==> src/logic/lcd_timing_pkg.sv <==
// Shared constants and types for the frame timing and sleep control block
package lcd_timing_pkg;
   localparam int ADDR_W = 8;
   localparam int DATA_W = 32;
   localparam int PARAM_W = 8;
   localparam int VW_W = 16;
   localparam int DISP_W = 10;

   // Register byte addresses
   localparam logic [ADDR_W-1:0] OFF_LINE_LEN    = 8'h00;
   localparam logic [ADDR_W-1:0] OFF_FRAME_HT    = 8'h04;
   localparam logic [ADDR_W-1:0] OFF_VW_LOW      = 8'h08;
   localparam logic [ADDR_W-1:0] OFF_VW_HIGH     = 8'h0c;
   localparam logic [ADDR_W-1:0] OFF_DISPLAY     = 8'h10;
   localparam logic [ADDR_W-1:0] OFF_COMMAND     = 8'h14;
   localparam logic [ADDR_W-1:0] OFF_STATUS      = 8'h18;

   // Reset values
   localparam logic [PARAM_W-1:0] RST_LINE_LEN   = 8'h00;
   localparam logic [PARAM_W-1:0] RST_FRAME_HT   = 8'h00;
   localparam logic [VW_W-1:0]    RST_VW         = 16'h0000;
   localparam logic [DISP_W-1:0]  RST_DISPLAY    = 10'h000;

   // Display register fields
   localparam int DISP_FC_LSB     = 0;
   localparam int FC_W            = 2;
   localparam int DISP_FP_LSB     = 2;
   localparam int BLOCKS          = 3;
   localparam int FP_W            = 2 * BLOCKS;
   localparam int DISP_EN_BIT     = 8;
   localparam int DISP_LINE_BIT   = 9;

   // Command register bits, write only
   localparam int CMD_STANDBY_BIT = 0;
   localparam int CMD_WAKE_BIT    = 1;
   localparam int CMD_MEMORY_WRITE_COMMAND_BIT  = 2;

   // Status register bits
   localparam int STAT_ASLEEP_BIT = 0;
   localparam int STAT_ROWDIS_BIT = 1;
   localparam int STAT_BLANK_BIT  = 2;
   localparam int STAT_CURSOR_BIT = 3;
   localparam int STAT_DRAIN_BIT  = 4;
   localparam int STAT_W          = 5;

   // Flash timing in frames
   localparam int FLASH_CNT_W        = 6;
   localparam int CURSOR_FAST_FRAMES = 32;
   localparam int CURSOR_SLOW_FRAMES = 64;
   localparam int CURSOR_DUTY_PCT    = 70;
   localparam int CURSOR_ON_FAST = CURSOR_FAST_FRAMES * CURSOR_DUTY_PCT / 100;
   localparam int CURSOR_ON_SLOW = CURSOR_SLOW_FRAMES * CURSOR_DUTY_PCT / 100;
   localparam int BLOCK_SLOW_FRAMES  = 32;
   localparam int BLOCK_FAST_FRAMES  = 4;
   localparam int BLOCK_SLOW_BIT     = $clog2(BLOCK_SLOW_FRAMES) - 1;
   localparam int BLOCK_FAST_BIT     = $clog2(BLOCK_FAST_FRAMES) - 1;

   // Clock periods per display byte period
   localparam int BYTE_CLKS_DEFAULT  = 4;

   typedef enum logic [1:0] {
      ATTR_BLANK,
      ATTR_STEADY,
      ATTR_FLASH_SLOW,
      ATTR_FLASH_FAST
   } attr_t;

   typedef enum logic [1:0] {
      ST_RUN,
      ST_DRAIN,
      ST_SLEEP
   } sleep_st_t;
endpackage

==> src/logic/scan_if.sv <==
// Link between the control core and the scan counters
`timescale 1ns/1ps
interface scan_if;
   logic       run;
   logic       restart;
   logic [7:0] line_len;
   logic [7:0] frame_ht;
   logic       line_end;
   logic       frame_end;
   logic [7:0] line_idx;

   modport ctrl  (output run, restart, line_len, frame_ht,
                  input  line_end, frame_end, line_idx);
   modport timer (input  run, restart, line_len, frame_ht,
                  output line_end, frame_end, line_idx);
endinterface

==> src/logic/lcd_frame_ctrl.sv <==
// APB control core: frame timing, standby sequence, display and flash
`timescale 1ns/1ps

// Functional notes
// - Each scan line lasts line-length setting plus one byte periods.
// - Each frame holds frame-height setting plus one lines.
// - Sixteen-bit virtual width, low then high byte, steps line addresses.
// - Standby command carries no parameter byte.
// - After standby, at least one blank frame, then all operation stops.
// - Standby blanks column data and disables row drivers.
// - Row-driver disable falls one to two frames after standby.
// - Configuration registers keep their contents while asleep.
// - Memory control outputs hold their levels while asleep.
// - Setup command first byte wakes; host then sends display on.
// - Host bus lines are released while asleep.
// - Display switch command carries exactly one parameter byte.
// - Display-enable bit blanks everything and overrides block attributes.
// - Cursor field: off, steady, flash frame/32, flash frame/64.
// - Flashing cursor shows seventy percent of each period.
// - Cursor may flash over one character or a whole line.
// - Block field: blank, steady, flash frame/32, flash frame/4.
// - A memory write forces the cursor visible.
module lcd_frame_ctrl #(
   parameter int BYTE_CLKS = lcd_timing_pkg::BYTE_CLKS_DEFAULT
) (
   input  wire logic                              CORE_CLK,
   input  wire logic                              NRST,
   input  wire logic                              PSEL,
   input  wire logic                              PENABLE,
   input  wire logic                              PWRITE,
   input  wire logic [lcd_timing_pkg::ADDR_W-1:0] PADDR,
   input  wire logic [lcd_timing_pkg::DATA_W-1:0] PWDATA,
   output logic      [lcd_timing_pkg::DATA_W-1:0] PRDATA,
   output logic                                   PREADY,
   output logic                                   PSLVERR,
   output logic                                   ROW_DRIVER_DISABLE_N,
   output logic                                   COLUMN_BLANK,
   output logic                                   LINE_END,
   output logic                                   FRAME_END,
   output logic      [lcd_timing_pkg::VW_W-1:0]   LINE_ADDR,
   output logic                                   CURSOR_VISIBLE,
   output logic                                   CURSOR_WHOLE_LINE,
   output logic      [lcd_timing_pkg::BLOCKS-1:0] BLOCK_VISIBLE,
   output logic                                   OSC_RUN,
   output logic                                   MEM_CTRL_HOLD,
   output logic                                   HOST_BUS_RELEASE
);
   import lcd_timing_pkg::*;

   generate
      if (BYTE_CLKS < 1) begin : g_bad_div
         $error("BYTE_CLKS must be at least 1");
      end
   endgenerate

   scan_if scan ();

   scan_timer #(
      .BYTE_CLKS (BYTE_CLKS)
   ) u_scan (
      .CORE_CLK (CORE_CLK),
      .NRST     (NRST),
      .scan     (scan.timer)
   );

   // Registers
   logic [PARAM_W-1:0]     line_len_q;
   logic [PARAM_W-1:0]     frame_ht_q;
   logic [VW_W-1:0]        vw_q;
   logic [DISP_W-1:0]      disp_q;
   sleep_st_t              st_q;
   sleep_st_t              st_d;
   logic                   seen_q;
   logic                   row_n_q;
   logic                   force_q;
   logic [FLASH_CNT_W-1:0] fcnt_q;
   logic [VW_W-1:0]        addr_q;
   logic [DATA_W-1:0]      prdata_q;
   logic                   pslverr_q;

   // Bus decode
   wire setup    = PSEL && !PENABLE;
   wire wr_acc   = PSEL && PENABLE && PWRITE;
   wire hit_len  = (PADDR == OFF_LINE_LEN);
   wire hit_ht   = (PADDR == OFF_FRAME_HT);
   wire hit_vwl  = (PADDR == OFF_VW_LOW);
   wire hit_vwh  = (PADDR == OFF_VW_HIGH);
   wire hit_disp = (PADDR == OFF_DISPLAY);
   wire hit_cmd  = (PADDR == OFF_COMMAND);
   wire hit_stat = (PADDR == OFF_STATUS);
   wire mapped   = hit_len || hit_ht || hit_vwl || hit_vwh || hit_disp
                   || hit_cmd || hit_stat;
   wire awake    = (st_q != ST_SLEEP);
   wire cfg_wr   = wr_acc && awake;

   // Command strobes; standby takes no parameter bytes at all
   wire cmd_wr      = wr_acc && hit_cmd;
   wire standby_cmd = cmd_wr && PWDATA[CMD_STANDBY_BIT];
   wire wake_cmd    = cmd_wr && PWDATA[CMD_WAKE_BIT];
   wire memory_write_command_cmd  = cmd_wr && PWDATA[CMD_MEMORY_WRITE_COMMAND_BIT] && awake;

   // Display register fields
   wire [FC_W-1:0] fc_field    = disp_q[DISP_FC_LSB +: FC_W];
   wire [FP_W-1:0] fp_field    = disp_q[DISP_FP_LSB +: FP_W];
   wire            disp_en     = disp_q[DISP_EN_BIT];
   wire            blank       = !disp_en || (st_q != ST_RUN);

   // Cursor flash decode
   logic cursor_on;
   wire  fast_on = fcnt_q[FLASH_CNT_W-2:0] <
                   (FLASH_CNT_W-1)'(CURSOR_ON_FAST);
   wire  slow_on = fcnt_q < FLASH_CNT_W'(CURSOR_ON_SLOW);
   always_comb begin
      case (attr_t'(fc_field))
         ATTR_BLANK:      cursor_on = 1'b0;
         ATTR_STEADY:     cursor_on = 1'b1;
         ATTR_FLASH_SLOW: cursor_on = fast_on || force_q;
         ATTR_FLASH_FAST: cursor_on = slow_on || force_q;
         default:         cursor_on = 1'b0;
      endcase
   end

   // Per-block attributes
   logic [BLOCKS-1:0] block_on;
   genvar gi;
   generate
      for (gi = 0; gi < BLOCKS; gi++) begin : g_block
         wire [1:0] attr = fp_field[2*gi +: 2];
         assign block_on[gi] =
            (attr_t'(attr) == ATTR_STEADY) ||
            ((attr_t'(attr) == ATTR_FLASH_SLOW) &&
             !fcnt_q[BLOCK_SLOW_BIT]) ||
            ((attr_t'(attr) == ATTR_FLASH_FAST) &&
             !fcnt_q[BLOCK_FAST_BIT]);
      end
   endgenerate

   // Read mux
   wire [STAT_W-1:0] status = {st_q == ST_DRAIN, CURSOR_VISIBLE, blank,
                               !row_n_q, st_q == ST_SLEEP};
   wire [DATA_W-1:0] rd_data =
      hit_len  ? DATA_W'(line_len_q) :
      hit_ht   ? DATA_W'(frame_ht_q) :
      hit_vwl  ? DATA_W'(vw_q[7:0]) :
      hit_vwh  ? DATA_W'(vw_q[15:8]) :
      hit_disp ? DATA_W'(disp_q) :
      hit_stat ? DATA_W'(status) : '0;

   // Standby sequence: the frame in progress is not counted, so the
   // second frame end marks at least one whole blank frame.
   always_comb begin
      st_d = st_q;
      case (st_q)
         ST_RUN:   if (standby_cmd) st_d = ST_DRAIN;
         ST_DRAIN: if (scan.frame_end && seen_q) st_d = ST_SLEEP;
         ST_SLEEP: if (wake_cmd) st_d = ST_RUN;
         default:  st_d = ST_RUN;
      endcase
   end

   assign scan.run      = awake;
   assign scan.restart  = (st_q == ST_SLEEP) && wake_cmd;
   assign scan.line_len = line_len_q;
   assign scan.frame_ht = frame_ht_q;

   always_ff @(posedge CORE_CLK) begin
      if (!NRST) begin
         st_q    <= ST_RUN;
         seen_q  <= 1'b0;
         row_n_q <= 1'b1;
      end else begin
         st_q    <= st_d;
         seen_q  <= (st_q == ST_DRAIN) && (seen_q || scan.frame_end);
         row_n_q <= (st_d != ST_SLEEP);
      end
   end

   // Configuration is frozen while asleep
   always_ff @(posedge CORE_CLK) begin
      if (!NRST) begin
         line_len_q <= RST_LINE_LEN;
         frame_ht_q <= RST_FRAME_HT;
         vw_q       <= RST_VW;
      end else if (cfg_wr) begin
         if (hit_len) line_len_q <= PWDATA[PARAM_W-1:0];
         if (hit_ht)  frame_ht_q <= PWDATA[PARAM_W-1:0];
         if (hit_vwl) vw_q[7:0]  <= PWDATA[7:0];
         if (hit_vwh) vw_q[15:8] <= PWDATA[7:0];
      end
   end

   // One write of the display register is the whole switch command
   always_ff @(posedge CORE_CLK) begin
      if (!NRST) begin
         disp_q <= RST_DISPLAY;
      end else if (cfg_wr && hit_disp) begin
         disp_q <= PWDATA[DISP_W-1:0];
      end else if (scan.restart) begin
         disp_q[DISP_EN_BIT] <= 1'b0;
      end
   end

   // Frame counter for flash; force set wins over its frame clear
   always_ff @(posedge CORE_CLK) begin
      if (!NRST) begin
         fcnt_q  <= '0;
         force_q <= 1'b0;
      end else begin
         if (scan.frame_end) fcnt_q <= fcnt_q + 1'b1;
         if (memory_write_command_cmd) force_q <= 1'b1;
         else if (scan.frame_end) force_q <= 1'b0;
      end
   end

   // Start address of each line steps by the virtual width
   always_ff @(posedge CORE_CLK) begin
      if (!NRST || scan.restart) begin
         addr_q <= '0;
      end else if (scan.frame_end) begin
         addr_q <= '0;
      end else if (scan.line_end) begin
         addr_q <= addr_q + vw_q;
      end
   end

   // Read data captured in setup so the answer needs no wait state
   always_ff @(posedge CORE_CLK) begin
      if (!NRST) begin
         prdata_q  <= '0;
         pslverr_q <= 1'b0;
      end else if (setup) begin
         prdata_q  <= PWRITE ? '0 : rd_data;
         pslverr_q <= !mapped;
      end
   end

   assign PRDATA               = prdata_q;
   assign PREADY               = PSEL && PENABLE;
   assign PSLVERR              = PSEL && PENABLE && pslverr_q;
   assign ROW_DRIVER_DISABLE_N = row_n_q;
   assign COLUMN_BLANK         = blank;
   assign LINE_END             = scan.line_end;
   assign FRAME_END            = scan.frame_end;
   assign LINE_ADDR            = addr_q;
   assign CURSOR_VISIBLE       = cursor_on && !blank;
   assign CURSOR_WHOLE_LINE    = disp_q[DISP_LINE_BIT];
   assign BLOCK_VISIBLE        = blank ? '0 : block_on;
   assign OSC_RUN              = awake;
   assign MEM_CTRL_HOLD        = !awake;
   assign HOST_BUS_RELEASE     = !awake;
endmodule // lcd_frame_ctrl

==> src/logic/scan_timer.sv <==
// Byte, line and frame counters driven by the main oscillator
`timescale 1ns/1ps
module scan_timer #(
   parameter int BYTE_CLKS = lcd_timing_pkg::BYTE_CLKS_DEFAULT
) (
   input  wire logic CORE_CLK,
   input  wire logic NRST,
   scan_if.timer     scan
);
   import lcd_timing_pkg::*;

   localparam int DIV_W = (BYTE_CLKS > 1) ? $clog2(BYTE_CLKS) : 1;
   localparam logic [DIV_W-1:0] DIV_LAST = DIV_W'(BYTE_CLKS - 1);

   generate
      if (BYTE_CLKS < 1) begin : g_bad_div
         $error("BYTE_CLKS must be at least 1");
      end
   endgenerate

   logic [DIV_W-1:0]   div_q;
   logic [PARAM_W-1:0] byte_q;
   logic [PARAM_W-1:0] line_q;
   wire                byte_en  = scan.run && (div_q == DIV_LAST);
   wire                last_byte = (byte_q == scan.line_len);
   wire                last_line = (line_q == scan.frame_ht);

   assign scan.line_end  = byte_en && last_byte;
   assign scan.frame_end = scan.line_end && last_line;
   assign scan.line_idx  = line_q;

   // Restart wins so a wake always begins at the top of a frame
   always_ff @(posedge CORE_CLK) begin
      if (!NRST || scan.restart) begin
         div_q  <= '0;
         byte_q <= '0;
         line_q <= '0;
      end else if (scan.run) begin
         div_q <= (div_q == DIV_LAST) ? '0 : div_q + 1'b1;
         if (byte_en) begin
            byte_q <= last_byte ? '0 : byte_q + 1'b1;
            if (last_byte) begin
               line_q <= last_line ? '0 : line_q + 1'b1;
            end
         end
      end
   end
endmodule // scan_timer
==> config.mk <==
export PLATFORM = sky130hd
export DESIGN_NAME = lcd_frame_ctrl
export DESIGN_NICKNAME = d
export VERILOG_FILES = /design/src/logic/lcd_timing_pkg.sv /design/src/logic/scan_if.sv /design/src/logic/lcd_frame_ctrl.sv /design/src/logic/scan_timer.sv
export SDC_FILE = /design/constraint.sdc
export NUM_CORES = 1
export LEC_CHECK = 0
export BUFFER_PORTS_ARGS = -buffer_cell sky130_fd_sc_hd__buf_2
export CAP_MARGIN = 0
export CELL_PAD_IN_SITES_DETAIL_PLACEMENT = 1
export CELL_PAD_IN_SITES_GLOBAL_PLACEMENT = 1
export CORE_UTILIZATION = 35
export DETAILED_ROUTE_END_ITERATION = 12
export PLACE_DENSITY = 0.71
export REMOVE_ABC_BUFFERS = 1
export SYNTH_ARGS = -nofsm -noshare
export SYNTH_HDL_FRONTEND = slang
export SYNTH_HIERARCHICAL = 1
export SYNTH_SLANG_ARGS = --single-unit
export TNS_END_PERCENT = 100
==> constraint.sdc <==
create_clock -name CORE_CLK -period 3.3 [get_ports CORE_CLK]
set_input_delay 0.33 -clock CORE_CLK [delete_from_list [all_inputs] [get_ports CORE_CLK]]
set_output_delay 0.33 -clock CORE_CLK [all_outputs]
set_load 0.005 [all_outputs]
==> metrics <==
Final Hold Viols 0; Final Hold Slack about 0.22 ns; post-DP HPWL around 12000 µm; via count around 4900; Clock Latency Late Sink ~0.36 ns; I/O Pins 107; drt total wl between 15000 and 20000 µm; type of the tightest min-delay check primary input to flip-flop; top_reg_cell synth dfxtp_1; Yosys cell types roughly 70; Syn Std Cell Area 5460 µm²; Synth Area per Inst ~8.5 µm²; Residual DRC 0; worst-path fanout max 11; PD cells 396 nW/µm²; Reg2Reg Setup Slack between 0.7 and 0.8 ns; Fill cells 1828; wire length per cell roughly 18 µm; Buffers on Ports 62; core area about 15000 µm²; Tot Pwr approximately 2.4 mW; Crit Path Class flip-flop to flip-flop; register area share after synthesis 35.9%; largest net degree at the start of global routing 46; First-pass DRT Iterations 5; CP max-delay cell and2_1; CP required about 3.6 ns; chip width between 100 and 150 µm; crit path from st_q[0]$_SDFF_PN0_; CP Cell Sequence nand2b_1, buf_4, nand2_1, nor4_4, and2_1, nand4_1, or3_1, a21oi_1; buffer depth of the longest clock path 2; f_max ~0.39 GHz; CTS resizes 0; hold_buf cts 0; total global routing overflow 0; DIE HEIGHT about 130 µm; ratio of cells with drive above 1 in the final layout between 10% and 20%; max incr delay on CP a little under 0.5 ns; setup violators final 0; dpl cells ~900; global route hottest layer met2; EDFF count, synth 0; M3 GR Usage between 4 and 5%; Slew HR 38.1%; initial antenna violation count 0; CTS buffer count 9; P_leak 2.42 nW; met1 GRT Util around a quarter; setup repair after global routing missed its margin no; fin crit share between 70 and 80%; first-pass GRT wire length 26100 µm; Die ar. roughly 16000 µm²; status completed; CTS root buf clkbuf_16; flop and latch count out of synthesis 98; max-cap violations 0; final core occ about two fifths; antenna viol nets, final 0; top post-synthesis cells by area dfxtp_1 (36%), mux2i_1 (8.1%), nor2_1 (5.2%); Post-Route Setup TNS 0 ns; Rows 45; Crit. End Element flip-flop; Clock Skew just over 0.007 ns; Reg clk slew, reported paths around 0.070 ns; vias in the first global route about 5000; H-tree depth 3; Post-synth ARST share 0%; initial DRC count 252; post-synth top area share between 30% and 40%; # clock sinks just under 100; Worst EP arrival about 2.8 ns; Starting Density approximately 36%; met2 usage a little over a third; Yosys warning count 6; Post-Syn Instances around 650; Yosys top cell by area dfxtp_1; postcts setup bufs 0; all-layer global routing usage roughly a fifth; CP endpoint fcnt_q[5]$_SDFFE_PN0P_; most frequent cells in the layout dfxtp_1 (98), nor2_1 (76), buf_2 (62); Final Max Slew Viols 0; Tmin final ~2.5 ns; final non-filler cell total a little under 900; Slew @ Worst Pin 0.916 ns; Setup crit start kind flip-flop; CTS tree built; GP Congestion between 0.8 and 0.9; Via density about 5.5; nets around 760; commonest non-fill, non-tap cell in the layout dfxtp_1; Area growth syn-to-layout 12.7%; ANT cells 0; cells on worst reg2reg path 8; R2R Path End fcnt_q[5]$_SDFFE_PN0P_; maximum vdd ir drop ~0.00027 V; Critical R2R Launch st_q[0]$_SDFF_PN0_
## area by class of cell
cell class / instances / area (µm²) / area share, %
Multi-Input combinational cell: 506 / 3240 / 52.7
Sequential cell: 98 / 1960 / 31.9
Timing Repair Buffer: 70 / 370 / 6.02
Clock buffer: 11 / 243 / 3.95
Tap cell: 188 / 235 / 3.82
Clock inverter: 5 / 53.8 / 0.875
Inverter: 13 / 48.8 / 0.793
## flip-flops by register name (all words and copies together) (netlist names)
register and cells:
st_q 2, u_scan/scan.line_idx 8, disp_q 10, seen_q 1
PRDATA 10, pslverr_q 1, fcnt_q 6, force_q 1
frame_ht_q 8, u_scan/div_q 2, LINE_ADDR 16, vw_q 16
ROW_DRIVER_DISABLE_N 1, line_len_q 8, u_scan/byte_q 8
## critical path: cells and delay by family (launching register included)
family	cells	cell delay, ns
buf+inv	1	0.17
simple gates	6	1.69
flops	1	0.43
compound gates	1	0.17
## report_power, final
part	total, mW	internal (mW)	switching (mW)
combinational	0.167	0.0502	0.117
sequential	1.20	1.19	0.00774
clock	1.07	0.606	0.466
total	2.44	1.85	0.591
## logic make-up after synthesis
kind of cell	share of synthesized area, %
AND/OR/NAND/NOR	22.8
AO/OA/AOI/OAI	15.7
flip-flops	35.9
buffers and inverters	6.19
multiplexers	8.48
XOR/XNOR	6.10
adder cells (fa/ha/maj)	4.72
other	0.0687
## Yosys cell counts, types with 2 or more instances
cell / number
dfxtp_1: 98
nor2_1: 76
nand2_1: 59
a21oi_1: 46
mux2i_1: 44
o21ai_0: 30
xnor2_1: 28
buf_4: 23
nand3_1: 21
clkbuf_1: 19
ha_1: 19
nand2b_1: 17
inv_1: 12
nor3_1: 10
xor2_1: 10
nand4_1: 9
and3_1: 8
or3_1: 8
a32o_1: 7
nor3b_1: 7
o22ai_1: 7
buf_2: 6
o21ai_1: 6
a22oi_1: 5
and2_1: 5
a211oi_1: 4
a21o_1: 4
a222oi_1: 3
a31oi_1: 3
a32oi_1: 3
nor2b_1: 3
a2bb2oi_1: 2
mux2_2: 2
nand3b_1: 2
nor2_2: 2
nor4_4: 2
nor4b_1: 2
o211ai_1: 2
o31a_1: 2
## how the worst min path moves through the flow
stage | startpoint | end | cells past startpoint
2_1_floorplan | pslverr_q$_SDFFE_PN0P_ | pslverr_q$_SDFFE_PN0P_ | 2
6_report | PWDATA[9] | disp_q[9]$_SDFFE_PN0P_ | 3
4_1_cts | PWDATA[9] | disp_q[9]$_SDFFE_PN0P_ | 3
3_3_place_gp | PRDATA[9]$_SDFFE_PN0P_ | PRDATA[9]$_SDFFE_PN0P_ | 2
3_5_place_dp | PRDATA[8]$_SDFFE_PN0P_ | PRDATA[8]$_SDFFE_PN0P_ | 2
5_1_grt | PWDATA[8] | disp_q[8]$_SDFFE_PN0P_ | 3
## layer usage
layer | vias up | wire length, µm
met3 | 31 | 745
met4 | 0 | 366
met1 | 2382 | 7290
met5 | - | 0
met2 | 110 | 7620
li1 | 2349 | -
## per-stage QoR
step,instance area (µm²),setup WS (ns)
after CTS,6150,0.730
after floorplan,5250,0.184
after detailed placement,5860,0.648
final,6150,0.762
after global placement,5860,0.720
after global routing,6150,0.507
(Power assumes the default switching activity.)
